<file path="src/logic/chan_cfg_pkg.sv">
/*
 contents: constants and types for the output channel configuration bank.
 assumes:  used with package-scoped names only, never imported.
*/
package chan_cfg_pkg;
   // ---------------------------------------------------------------
   // register map (printed offsets are not multiples of four)
   // ---------------------------------------------------------------
   localparam logic [7:0]  CH4_DIV_INDEX   = 8'h26;
   localparam logic [7:0]  CH5_CTL_INDEX   = 8'h27;
   localparam logic [11:0] CH4_DIV_ADDR    = 12'h098;  // index times four
   localparam logic [11:0] CH5_CTL_ADDR    = 12'h09c;
   localparam logic [11:0] CH5_STAT_ADDR   = 12'h0a0;  // decoded channel 5 state
   localparam int          ADDR_W          = 12;

   // ---------------------------------------------------------------
   // reset values and field positions
   // ---------------------------------------------------------------
   localparam logic [7:0]  CH4_DIV_RESET   = 8'h02;
   localparam logic [7:0]  CH5_CTL_RESET   = 8'h18;    // source 0, fmt 1, a 2, b 0
   localparam int          SRC_LSB         = 6;
   localparam int          FMT_LSB         = 4;
   localparam int          MODE_A_LSB      = 2;
   localparam int          MODE_B_LSB      = 0;

   // ---------------------------------------------------------------
   // bus answers
   // ---------------------------------------------------------------
   localparam logic [1:0]  RESP_OKAY       = 2'h0;
   localparam logic [1:0]  RESP_SLVERR     = 2'h2;

   // ---------------------------------------------------------------
   // field encodings
   // ---------------------------------------------------------------
   typedef enum logic [1:0] {
      SRC_SYNTH1    = 2'h0,
      SRC_SYNTH2    = 2'h1,
      SRC_PRI_REF   = 2'h2,
      SRC_SEC_REF   = 2'h3
   } source_type;

   typedef enum logic [1:0] {
      FMT_OFF       = 2'h0,
      FMT_AC_DIFF   = 2'h1,
      FMT_HCSL      = 2'h2,
      FMT_CMOS      = 2'h3
   } format_type;

   typedef enum logic [1:0] {
      PIN_TRISTATE  = 2'h0,
      PIN_LOW       = 2'h1,
      PIN_INVERTED  = 2'h2,
      PIN_TRUE      = 2'h3
   } cmos_pin_type;
endpackage

</file>
<file path="src/logic/chan_cfg_if.sv">
/*
 contents: carrier for one channel's decoded divider setting.
 assumes:  driven by the divider decode, read by the bank top.
*/
`timescale 1ns/1ps
interface chan_cfg_if;
   logic [7:0] div_value;   // raw field
   logic       div_active;  // divider in the path
   logic [8:0] div_ratio;   // effective ratio, 1 when bypassed
   modport decode (input div_value, output div_active, output div_ratio);
   modport user   (output div_value, input div_active, input div_ratio);
endinterface

</file>
<file path="src/logic/div_decode.sv">
/*
 contents: output divider decode, instantiated for channel 4 only.
 assumes:  synth_src says the channel is fed from a synthesizer.
*/
`timescale 1ns/1ps
module div_decode (
   // decode side
   chan_cfg_if.decode       cfg,
   // source qualifier
   input  wire logic        synth_src
);
   // zero bypasses; n divides by n plus one; references always bypass
   always_comb begin
      cfg.div_active = synth_src && (cfg.div_value != 8'h00);
      if (cfg.div_active) begin
         cfg.div_ratio = {1'b0, cfg.div_value} + 9'h001;
      end else begin
         cfg.div_ratio = 9'h001;
      end
   end
endmodule

</file>
<file path="src/logic/output_channel_config_regs.sv">
/*
 contents: configuration bank for output channels 4 and 5 with an
           AXI4-Lite slave, source mux, divider and driver decode.
 assumes:  one clock, synchronous active-high reset, channel 4 source
           select arrives from outside this bank.
*/
// Overview of operation
// - channel 4 divider is 8 bits; zero bypasses, n divides by n+1.
// - output divider acts only when source is a synthesizer output.
// - channel 5 source code: synth1, synth2, primary ref, secondary ref.
// - with doubler on, channel 5 reference sources raise ch5_ref_doubled; ch5_src_clk carries the undoubled reference.
// - channel 5 divider bypassed when either reference is the source.
// - channel 5 format: off, AC differential, HCSL, CMOS.
// - mode A gives tail current in differential, positive pin in CMOS.
// - mode B gives HCSL load, or negative pin in CMOS.
`timescale 1ns/1ps
module output_channel_config_regs (
   // clock and reset
   input  wire logic        clk,
   input  wire logic        rst,
   // axi4-lite write address
   input  wire logic [11:0] s_axi_awaddr,
   input  wire logic        s_axi_awvalid,
   output      logic        s_axi_awready,
   // axi4-lite write data
   input  wire logic [31:0] s_axi_wdata,
   input  wire logic [3:0]  s_axi_wstrb,
   input  wire logic        s_axi_wvalid,
   output      logic        s_axi_wready,
   // axi4-lite write response
   output      logic [1:0]  s_axi_bresp,
   output      logic        s_axi_bvalid,
   input  wire logic        s_axi_bready,
   // axi4-lite read address
   input  wire logic [11:0] s_axi_araddr,
   input  wire logic        s_axi_arvalid,
   output      logic        s_axi_arready,
   // axi4-lite read data
   output      logic [31:0] s_axi_rdata,
   output      logic [1:0]  s_axi_rresp,
   output      logic        s_axi_rvalid,
   input  wire logic        s_axi_rready,
   // clock sources and channel 4 source
   input  wire logic        synth1_clk,
   input  wire logic        synth2_clk,
   input  wire logic        pri_ref_clk,
   input  wire logic        sec_ref_clk,
   input  wire logic        doubler_en,
   input  wire logic [1:0]  ch4_source_select,
   // channel 4 divider outputs
   output      logic        ch4_div_active,
   output      logic [8:0]  ch4_div_ratio,
   // channel 5 mux and buffer outputs
   output      logic        ch5_src_clk,
   output      logic        ch5_ref_doubled,
   output      logic        ch5_div_bypass,
   output      logic        ch5_enable,
   output      logic [1:0]  ch5_format,
   output      logic [4:0]  ch5_tail_ma,
   output      logic [7:0]  ch5_load_ohm,
   output      logic [1:0]  ch5_pos_pin,
   output      logic [1:0]  ch5_neg_pin
);
   // ---------------------------------------------------------------
   // registers
   // ---------------------------------------------------------------
   logic [7:0]  ch4_div_reg;
   logic [7:0]  ch5_ctl_reg;
   logic [11:0] aw_addr_reg;
   logic        aw_held_reg;
   logic [31:0] w_data_reg;
   logic        w_strb0_reg;
   logic        w_held_reg;

   logic [1:0]  ch5_source_select;
   logic [1:0]  ch5_drive_mode_a;
   logic [1:0]  ch5_drive_mode_b;
   logic        ch4_synth_src;
   logic        ch5_synth_src;
   logic        do_write;
   logic        aw_hit;
   logic        ar_ok;
   logic [31:0] rd_word;

   assign ch5_source_select = ch5_ctl_reg[chan_cfg_pkg::SRC_LSB +: 2];
   assign ch5_format        = ch5_ctl_reg[chan_cfg_pkg::FMT_LSB +: 2];
   assign ch5_drive_mode_a  = ch5_ctl_reg[chan_cfg_pkg::MODE_A_LSB +: 2];
   assign ch5_drive_mode_b  = ch5_ctl_reg[chan_cfg_pkg::MODE_B_LSB +: 2];

   // ---------------------------------------------------------------
   // write channel: address and data taken in either order
   // ---------------------------------------------------------------
   // a held half stalls its own channel until the response is taken
   assign s_axi_awready = !aw_held_reg && !s_axi_bvalid;
   assign s_axi_wready  = !w_held_reg && !s_axi_bvalid;
   assign do_write      = aw_held_reg && w_held_reg && !s_axi_bvalid;

   always_ff @(posedge clk) begin
      if (rst) begin
         aw_held_reg <= 1'b0;
         aw_addr_reg <= 12'h000;
      end else if (s_axi_awvalid && s_axi_awready) begin
         aw_held_reg <= 1'b1;
         aw_addr_reg <= s_axi_awaddr;
      end else if (do_write) begin
         aw_held_reg <= 1'b0;
      end
   end

   always_ff @(posedge clk) begin
      if (rst) begin
         w_held_reg  <= 1'b0;
         w_data_reg  <= 32'h0000_0000;
         w_strb0_reg <= 1'b0;
      end else if (s_axi_wvalid && s_axi_wready) begin
         w_held_reg  <= 1'b1;
         w_data_reg  <= s_axi_wdata;
         w_strb0_reg <= s_axi_wstrb[0];
      end else if (do_write) begin
         w_held_reg <= 1'b0;
      end
   end

   assign aw_hit = (aw_addr_reg == chan_cfg_pkg::CH4_DIV_ADDR) ||
                   (aw_addr_reg == chan_cfg_pkg::CH5_CTL_ADDR) ||
                   (aw_addr_reg == chan_cfg_pkg::CH5_STAT_ADDR);

   // response one cycle after both halves are present
   always_ff @(posedge clk) begin
      if (rst) begin
         s_axi_bvalid <= 1'b0;
         s_axi_bresp  <= chan_cfg_pkg::RESP_OKAY;
      end else if (do_write) begin
         s_axi_bvalid <= 1'b1;
         s_axi_bresp  <= aw_hit ? chan_cfg_pkg::RESP_OKAY : chan_cfg_pkg::RESP_SLVERR;
      end else if (s_axi_bready) begin
         s_axi_bvalid <= 1'b0;
      end
   end

   // ---------------------------------------------------------------
   // configuration registers
   // ---------------------------------------------------------------
   // only byte lane 0 carries data; the status word is read-only
   always_ff @(posedge clk) begin
      if (rst) begin
         ch4_div_reg <= chan_cfg_pkg::CH4_DIV_RESET;
         ch5_ctl_reg <= chan_cfg_pkg::CH5_CTL_RESET;
      end else if (do_write && w_strb0_reg) begin
         if (aw_addr_reg == chan_cfg_pkg::CH4_DIV_ADDR) begin
            ch4_div_reg <= w_data_reg[7:0];
         end
         if (aw_addr_reg == chan_cfg_pkg::CH5_CTL_ADDR) begin
            ch5_ctl_reg <= w_data_reg[7:0];
         end
      end
   end

   // ---------------------------------------------------------------
   // read channel
   // ---------------------------------------------------------------
   assign s_axi_arready = !s_axi_rvalid;
   assign ar_ok = (s_axi_araddr == chan_cfg_pkg::CH4_DIV_ADDR) ||
                  (s_axi_araddr == chan_cfg_pkg::CH5_CTL_ADDR) ||
                  (s_axi_araddr == chan_cfg_pkg::CH5_STAT_ADDR);

   // status word shows the live decode of channel 5
   always_comb begin
      rd_word = 32'h0000_0000;
      case (s_axi_araddr)
         chan_cfg_pkg::CH4_DIV_ADDR:  rd_word[7:0] = ch4_div_reg;
         chan_cfg_pkg::CH5_CTL_ADDR:  rd_word[7:0] = ch5_ctl_reg;
         chan_cfg_pkg::CH5_STAT_ADDR: rd_word[7:0] = {ch5_enable, ch5_div_bypass,
                                                      ch5_ref_doubled, ch5_tail_ma};
         default:                     rd_word = 32'h0000_0000;
      endcase
   end

   always_ff @(posedge clk) begin
      if (rst) begin
         s_axi_rvalid <= 1'b0;
         s_axi_rdata  <= 32'h0000_0000;
         s_axi_rresp  <= chan_cfg_pkg::RESP_OKAY;
      end else if (s_axi_arvalid && s_axi_arready) begin
         s_axi_rvalid <= 1'b1;
         s_axi_rdata  <= rd_word;
         s_axi_rresp  <= ar_ok ? chan_cfg_pkg::RESP_OKAY : chan_cfg_pkg::RESP_SLVERR;
      end else if (s_axi_rready) begin
         s_axi_rvalid <= 1'b0;
      end
   end

   // ---------------------------------------------------------------
   // channel 4 divider
   // ---------------------------------------------------------------
   chan_cfg_if ch4_cfg ();
   assign ch4_cfg.div_value = ch4_div_reg;
   assign ch4_synth_src     = !ch4_source_select[1];

   div_decode ch4_div (
      .cfg       (ch4_cfg.decode),
      .synth_src (ch4_synth_src)
   );

   assign ch4_div_active = ch4_cfg.div_active;
   assign ch4_div_ratio  = ch4_cfg.div_ratio;

   // ---------------------------------------------------------------
   // channel 5 source mux
   // ---------------------------------------------------------------
   // a pure mux; clock glitches on a live switch are the buffer's concern
   always_comb begin
      case (ch5_source_select)
         chan_cfg_pkg::SRC_SYNTH1:  ch5_src_clk = synth1_clk;
         chan_cfg_pkg::SRC_SYNTH2:  ch5_src_clk = synth2_clk;
         chan_cfg_pkg::SRC_PRI_REF: ch5_src_clk = pri_ref_clk;
         chan_cfg_pkg::SRC_SEC_REF: ch5_src_clk = sec_ref_clk;
         default:                   ch5_src_clk = synth1_clk;
      endcase
   end

   assign ch5_synth_src   = !ch5_source_select[1];
   assign ch5_ref_doubled = doubler_en && !ch5_synth_src;
   assign ch5_div_bypass  = !ch5_synth_src;

   // ---------------------------------------------------------------
   // channel 5 driver decode
   // ---------------------------------------------------------------
   assign ch5_enable = (ch5_format != chan_cfg_pkg::FMT_OFF);

   // tail current in mA; zero outside differential formats
   always_comb begin
      ch5_tail_ma = 5'h00;
      if (ch5_format == chan_cfg_pkg::FMT_AC_DIFF ||
          ch5_format == chan_cfg_pkg::FMT_HCSL) begin
         case (ch5_drive_mode_a)
            2'h0:    ch5_tail_ma = 5'h04;
            2'h1:    ch5_tail_ma = 5'h06;
            2'h2:    ch5_tail_ma = 5'h08;
            2'h3:    ch5_tail_ma = (ch5_format == chan_cfg_pkg::FMT_HCSL) ? 5'h10 : 5'h08;
            default: ch5_tail_ma = 5'h00;
         endcase
      end
   end

   // hcsl load in ohm; zero means tristate or not hcsl
   always_comb begin
      ch5_load_ohm = 8'h00;
      if (ch5_format == chan_cfg_pkg::FMT_HCSL) begin
         case (ch5_drive_mode_b)
            2'h1:    ch5_load_ohm = 8'h32;
            2'h2:    ch5_load_ohm = 8'h64;
            2'h3:    ch5_load_ohm = 8'hc8;
            default: ch5_load_ohm = 8'h00;
         endcase
      end
   end

   // cmos pins; tristate whenever the format is not cmos
   assign ch5_pos_pin = (ch5_format == chan_cfg_pkg::FMT_CMOS) ?
                        ch5_drive_mode_a : chan_cfg_pkg::PIN_TRISTATE;
   assign ch5_neg_pin = (ch5_format == chan_cfg_pkg::FMT_CMOS) ?
                        ch5_drive_mode_b : chan_cfg_pkg::PIN_TRISTATE;
endmodule

</file>
<file path="config.mk">
export PLATFORM = sky130hd
export DESIGN_NAME = output_channel_config_regs
export DESIGN_NICKNAME = d
export VERILOG_FILES = /design/src/logic/chan_cfg_pkg.sv /design/src/logic/chan_cfg_if.sv /design/src/logic/div_decode.sv /design/src/logic/output_channel_config_regs.sv
export SDC_FILE = /design/constraint.sdc
export NUM_CORES = 1
export LEC_CHECK = 0
export BUFFER_PORTS_ARGS = -buffer_cell sky130_fd_sc_hd__buf_4
export CORE_MARGIN = 2
export CORE_UTILIZATION = 40
export DETAILED_ROUTE_END_ITERATION = 6
export PLACE_DENSITY = 0.83
export SKIP_LAST_GASP = 1
export SYNTH_ARGS = -nofsm -noshare
export SYNTH_HDL_FRONTEND = slang
export SYNTH_SLANG_ARGS = --single-unit
</file>
<file path="constraint.sdc">
create_clock -name clk -period 2.1 [get_ports clk]
set_input_delay 0.105 -clock clk [delete_from_list [all_inputs] [get_ports clk]]
set_output_delay 0.105 -clock clk [all_outputs]
set_load 0.01 [all_outputs]
</file>
==> key figures <==
Clock network
  • H-tree level count: 2
  • CTS Buffer Depth: 2
  • CTS root buf: clkbuf_8
  • Post-CTS Setup Bufs: 0
  • Worst-path clk slew: 90 ps
  • Clock buffer count from CTS: 5
  • Num Clock Sinks: 51
  • CTS tree: built
  • Post-CTS Resized: 0
  • CTS Hold Bufs: 1
  • Clock Latency Late Sink: 300 ps

Route
  • Vias/cell: 4.883
  • Routed length per instance: 12.78 um
  • Met3 WL post-DR: 412 um
  • Met2 routed WL: 2990 um
  • Post-Route WL: 6251 um
  • Vias post-DR: 2388
  • Met1 WL: 2764 um
  • Remaining antenna violation count: 0
  • DRT iter0 DRCs: 95
  • DR pass1 iterations: 4
  • DRC viols: 0
  • Top sig layer: met4

STA
  • Worst Tran Pin Value: 604.6 ps
  • Fmax: 520.7 MHz
  • Final hold violation count: 0
  • Period minus WS final: 1921 ps
  • TNS Setup: 0 ps
  • Period utilisation layout: 91.45%
  • RSZ-0062 raised after global routing: no
  • Clock Skew: 5.800 ps
  • Slew margin rel.: 59.13%
  • Slew Limit Fails: 0
  • Setup-failing EPs final: 0
  • Worst Hold Margin: 45.35 ps

Critical path
  • Crit path launch type: register
  • CP most frequent cell: inv_1
  • CP arrival: 1820 ps
  • Critical path type: reg2out
  • Worst Path Max Fanout: 7
  • CP endpoint kind: primary output
  • CP Cell Sequence: inv_1, ha_1, nor4b_1, a21o_1, inv_1, and2_1, buf_4
  • CP max stage delay: 400 ps
  • Required time worst endpoint: 2000 ps
  • CP max stage cell: dfxtp_1

Synth
  • Post-synth cell types: 43
  • Flops & latches, synth: 51
  • EDFF count, synth: 0
  • Post-synthesis cell area: 2736 um^2
  • Cells after Synth: 323
  • Sequential fraction of the synthesis area: 37.31%
  • Async SR Flop Fraction: 0%
  • YS warnings: 0
  • Main synth FF type: dfxtp_1
  • Avg Inst Size Synth: 8.472 um^2

Layout
  • Nets: 492
  • Antenna Cells: 0
  • Post-route cell area: 3437 um^2
  • Max FFs per register: 12
  • Area growth, synth to finish: 25.61%
  • Seq. cell area: 1021 um^2
  • Commonest non-fill, non-tap cells in the layout: buf_4 (93), nand2_1 (58), dfxtp_1 (51)
  • Commonest non-fill, non-tap cell in the layout: buf_4
  • Fill cells: 646
  • Layout cells sized above 1: 26.16%
  • Multi-input gate area: 1474 um^2
  • Non-Filler Instances: 489

GRT
  • First-pass GRT wire length: 9936 um
  • Total global routing overflow: 0
  • Largest net degree at the start of global routing: 44
  • GRT Overall Usage: 16.52%
  • Initial antenna violation count: 0
  • Vias in the first global route: 2202

Power and ir drop
  • Worst IR drop on VDD: 0.3424 mV
  • NetSw: 0.4746 mW
  • Comb pwr share: 13.6%
  • Sw Share: 25.99%
  • Register share of total power: 56.5%
  • Power Internal: 1.351 mW
  • Leak Pwr: 1.609 nW
  • PD cells: 531.3 nW/um^2
  • Clock power share: 29.9%

Placed design
  • Dpl hpwl: 4946 um
  • GPL Wtd Cong: 0.8142
  • Placed Instance Area: 3342 um^2
  • Dpl cells: 480
  • Port bufs: 91

Floorplan
  • FP Rows: 30
  • Core ar.: 6719 um^2
  • Initial Utilization: 40.73%
  • IO Pins: 148
  • Die footprint: 7519 um^2
  • Die Y: 86.71 um
  • Die W: 86.71 um

Min path
  • Hold Path Class: in2reg

Outcome
  • Status: finished clean

Flow run
  • Max Cap Viol: 0
[worst max-delay path: cells and delay by family, from the launching register on]
family | cells | cell delay (ps)
and+or+nand+nor | 2 | 410
DFF | 1 | 400
buffers and inverters | 3 | 320
AOI/OAI and AO/OA | 1 | 230
adders and majority gates | 1 | 140
[layer usage]
metal	global-route usage, %	up-vias
met1	21.42	1091
met3	3.333	8
met5	0	-
li1	-	1201
met2	27.69	88
met4	4.972	0
[synthesized netlist by cell type (2+ instances only)]
| cell | number | area share [%] |
|---|---|---|
| a22o_1 | 7 | 2.2 |
| and4_1 | 2 | 0.64 |
| nor3_1 | 3 | 0.55 |
| and2_1 | 13 | 3.0 |
| mux2i_1 | 24 | 8.8 |
| buf_4 | 33 | 9.1 |
| ha_1 | 10 | 4.6 |
| nand3_1 | 5 | 0.91 |
| o22ai_1 | 2 | 0.46 |
| and4b_1 | 2 | 0.73 |
| inv_1 | 13 | 1.8 |
| xnor2_1 | 3 | 0.96 |
| nand2_1 | 58 | 8.0 |
| nor4b_1 | 3 | 0.96 |
| or3_1 | 2 | 0.46 |
| nor2_1 | 25 | 3.4 |
| nand4_1 | 2 | 0.46 |
| nor2b_1 | 2 | 0.46 |
| o21ai_0 | 2 | 0.37 |
| clkbuf_1 | 8 | 1.1 |
| o2bb2ai_1 | 4 | 1.3 |
| a21oi_1 | 26 | 4.8 |
| xor2_1 | 3 | 0.96 |
| dfxtp_1 | 51 | 37 |
| nand3b_1 | 2 | 0.55 |
[final timing paths]
path	from	endpoint	slack, ps	cells after the start
max	ch4_cfg.div_value[0]	ch4_div_ratio[1]	180	7
min	s_axi_awaddr[8]	aw_addr_reg[8]	50	3
max reg2reg	aw_addr_reg[0]	ch4_cfg.div_value[4]	340	5
min reg2reg	aw_addr_reg[7]	aw_addr_reg[7]	460	2
[area by class of cell]
cell class,count,share of cell area (%)
clock buffer,6,2.111
clock inverter,2,0.3640
inverter,13,1.420
multi-input combinational,243,42.88
sequential,51,29.71
tap,80,2.912
timing repair buffer,94,20.60
[kinds of logic (layout without fill, tap and decap cells)]
logic type,Yosys count,in the layout,share of synthesized area [%]
buf+inv,56,115,12.53
fa+ha+maj,10,10,4.572
compound gates,47,47,11.07
simple gates,127,127,22.86
mux,25,25,9.602
other cells,1,28,0.1370
flops,51,51,37.31
xor+xnor,6,6,1.921
[per-stage QoR]
stage	utilization (%)	power, mW	setup WS [ps]
2_1_floorplan	-	1.225	526.6
3_3_place_gp	49.74	1.292	382.2
3_5_place_dp	49.74	1.302	349.8
4_1_cts	51.15	1.846	161.7
5_1_grt	51.15	1.916	42.60
6_report	51.15	1.826	179.5
[power groups by stage]
stage          logic (mW)  registers (mW)  clock network (mW)
6_report            0.249            1.03               0.546
5_1_grt             0.280            1.04               0.598
4_1_cts             0.251            1.03               0.564
3_5_place_dp        0.249            1.05                   0
3_3_place_gp        0.241            1.05                   0
2_1_floorplan       0.179            1.05                   0
Power figures use the tool's default switching activity.
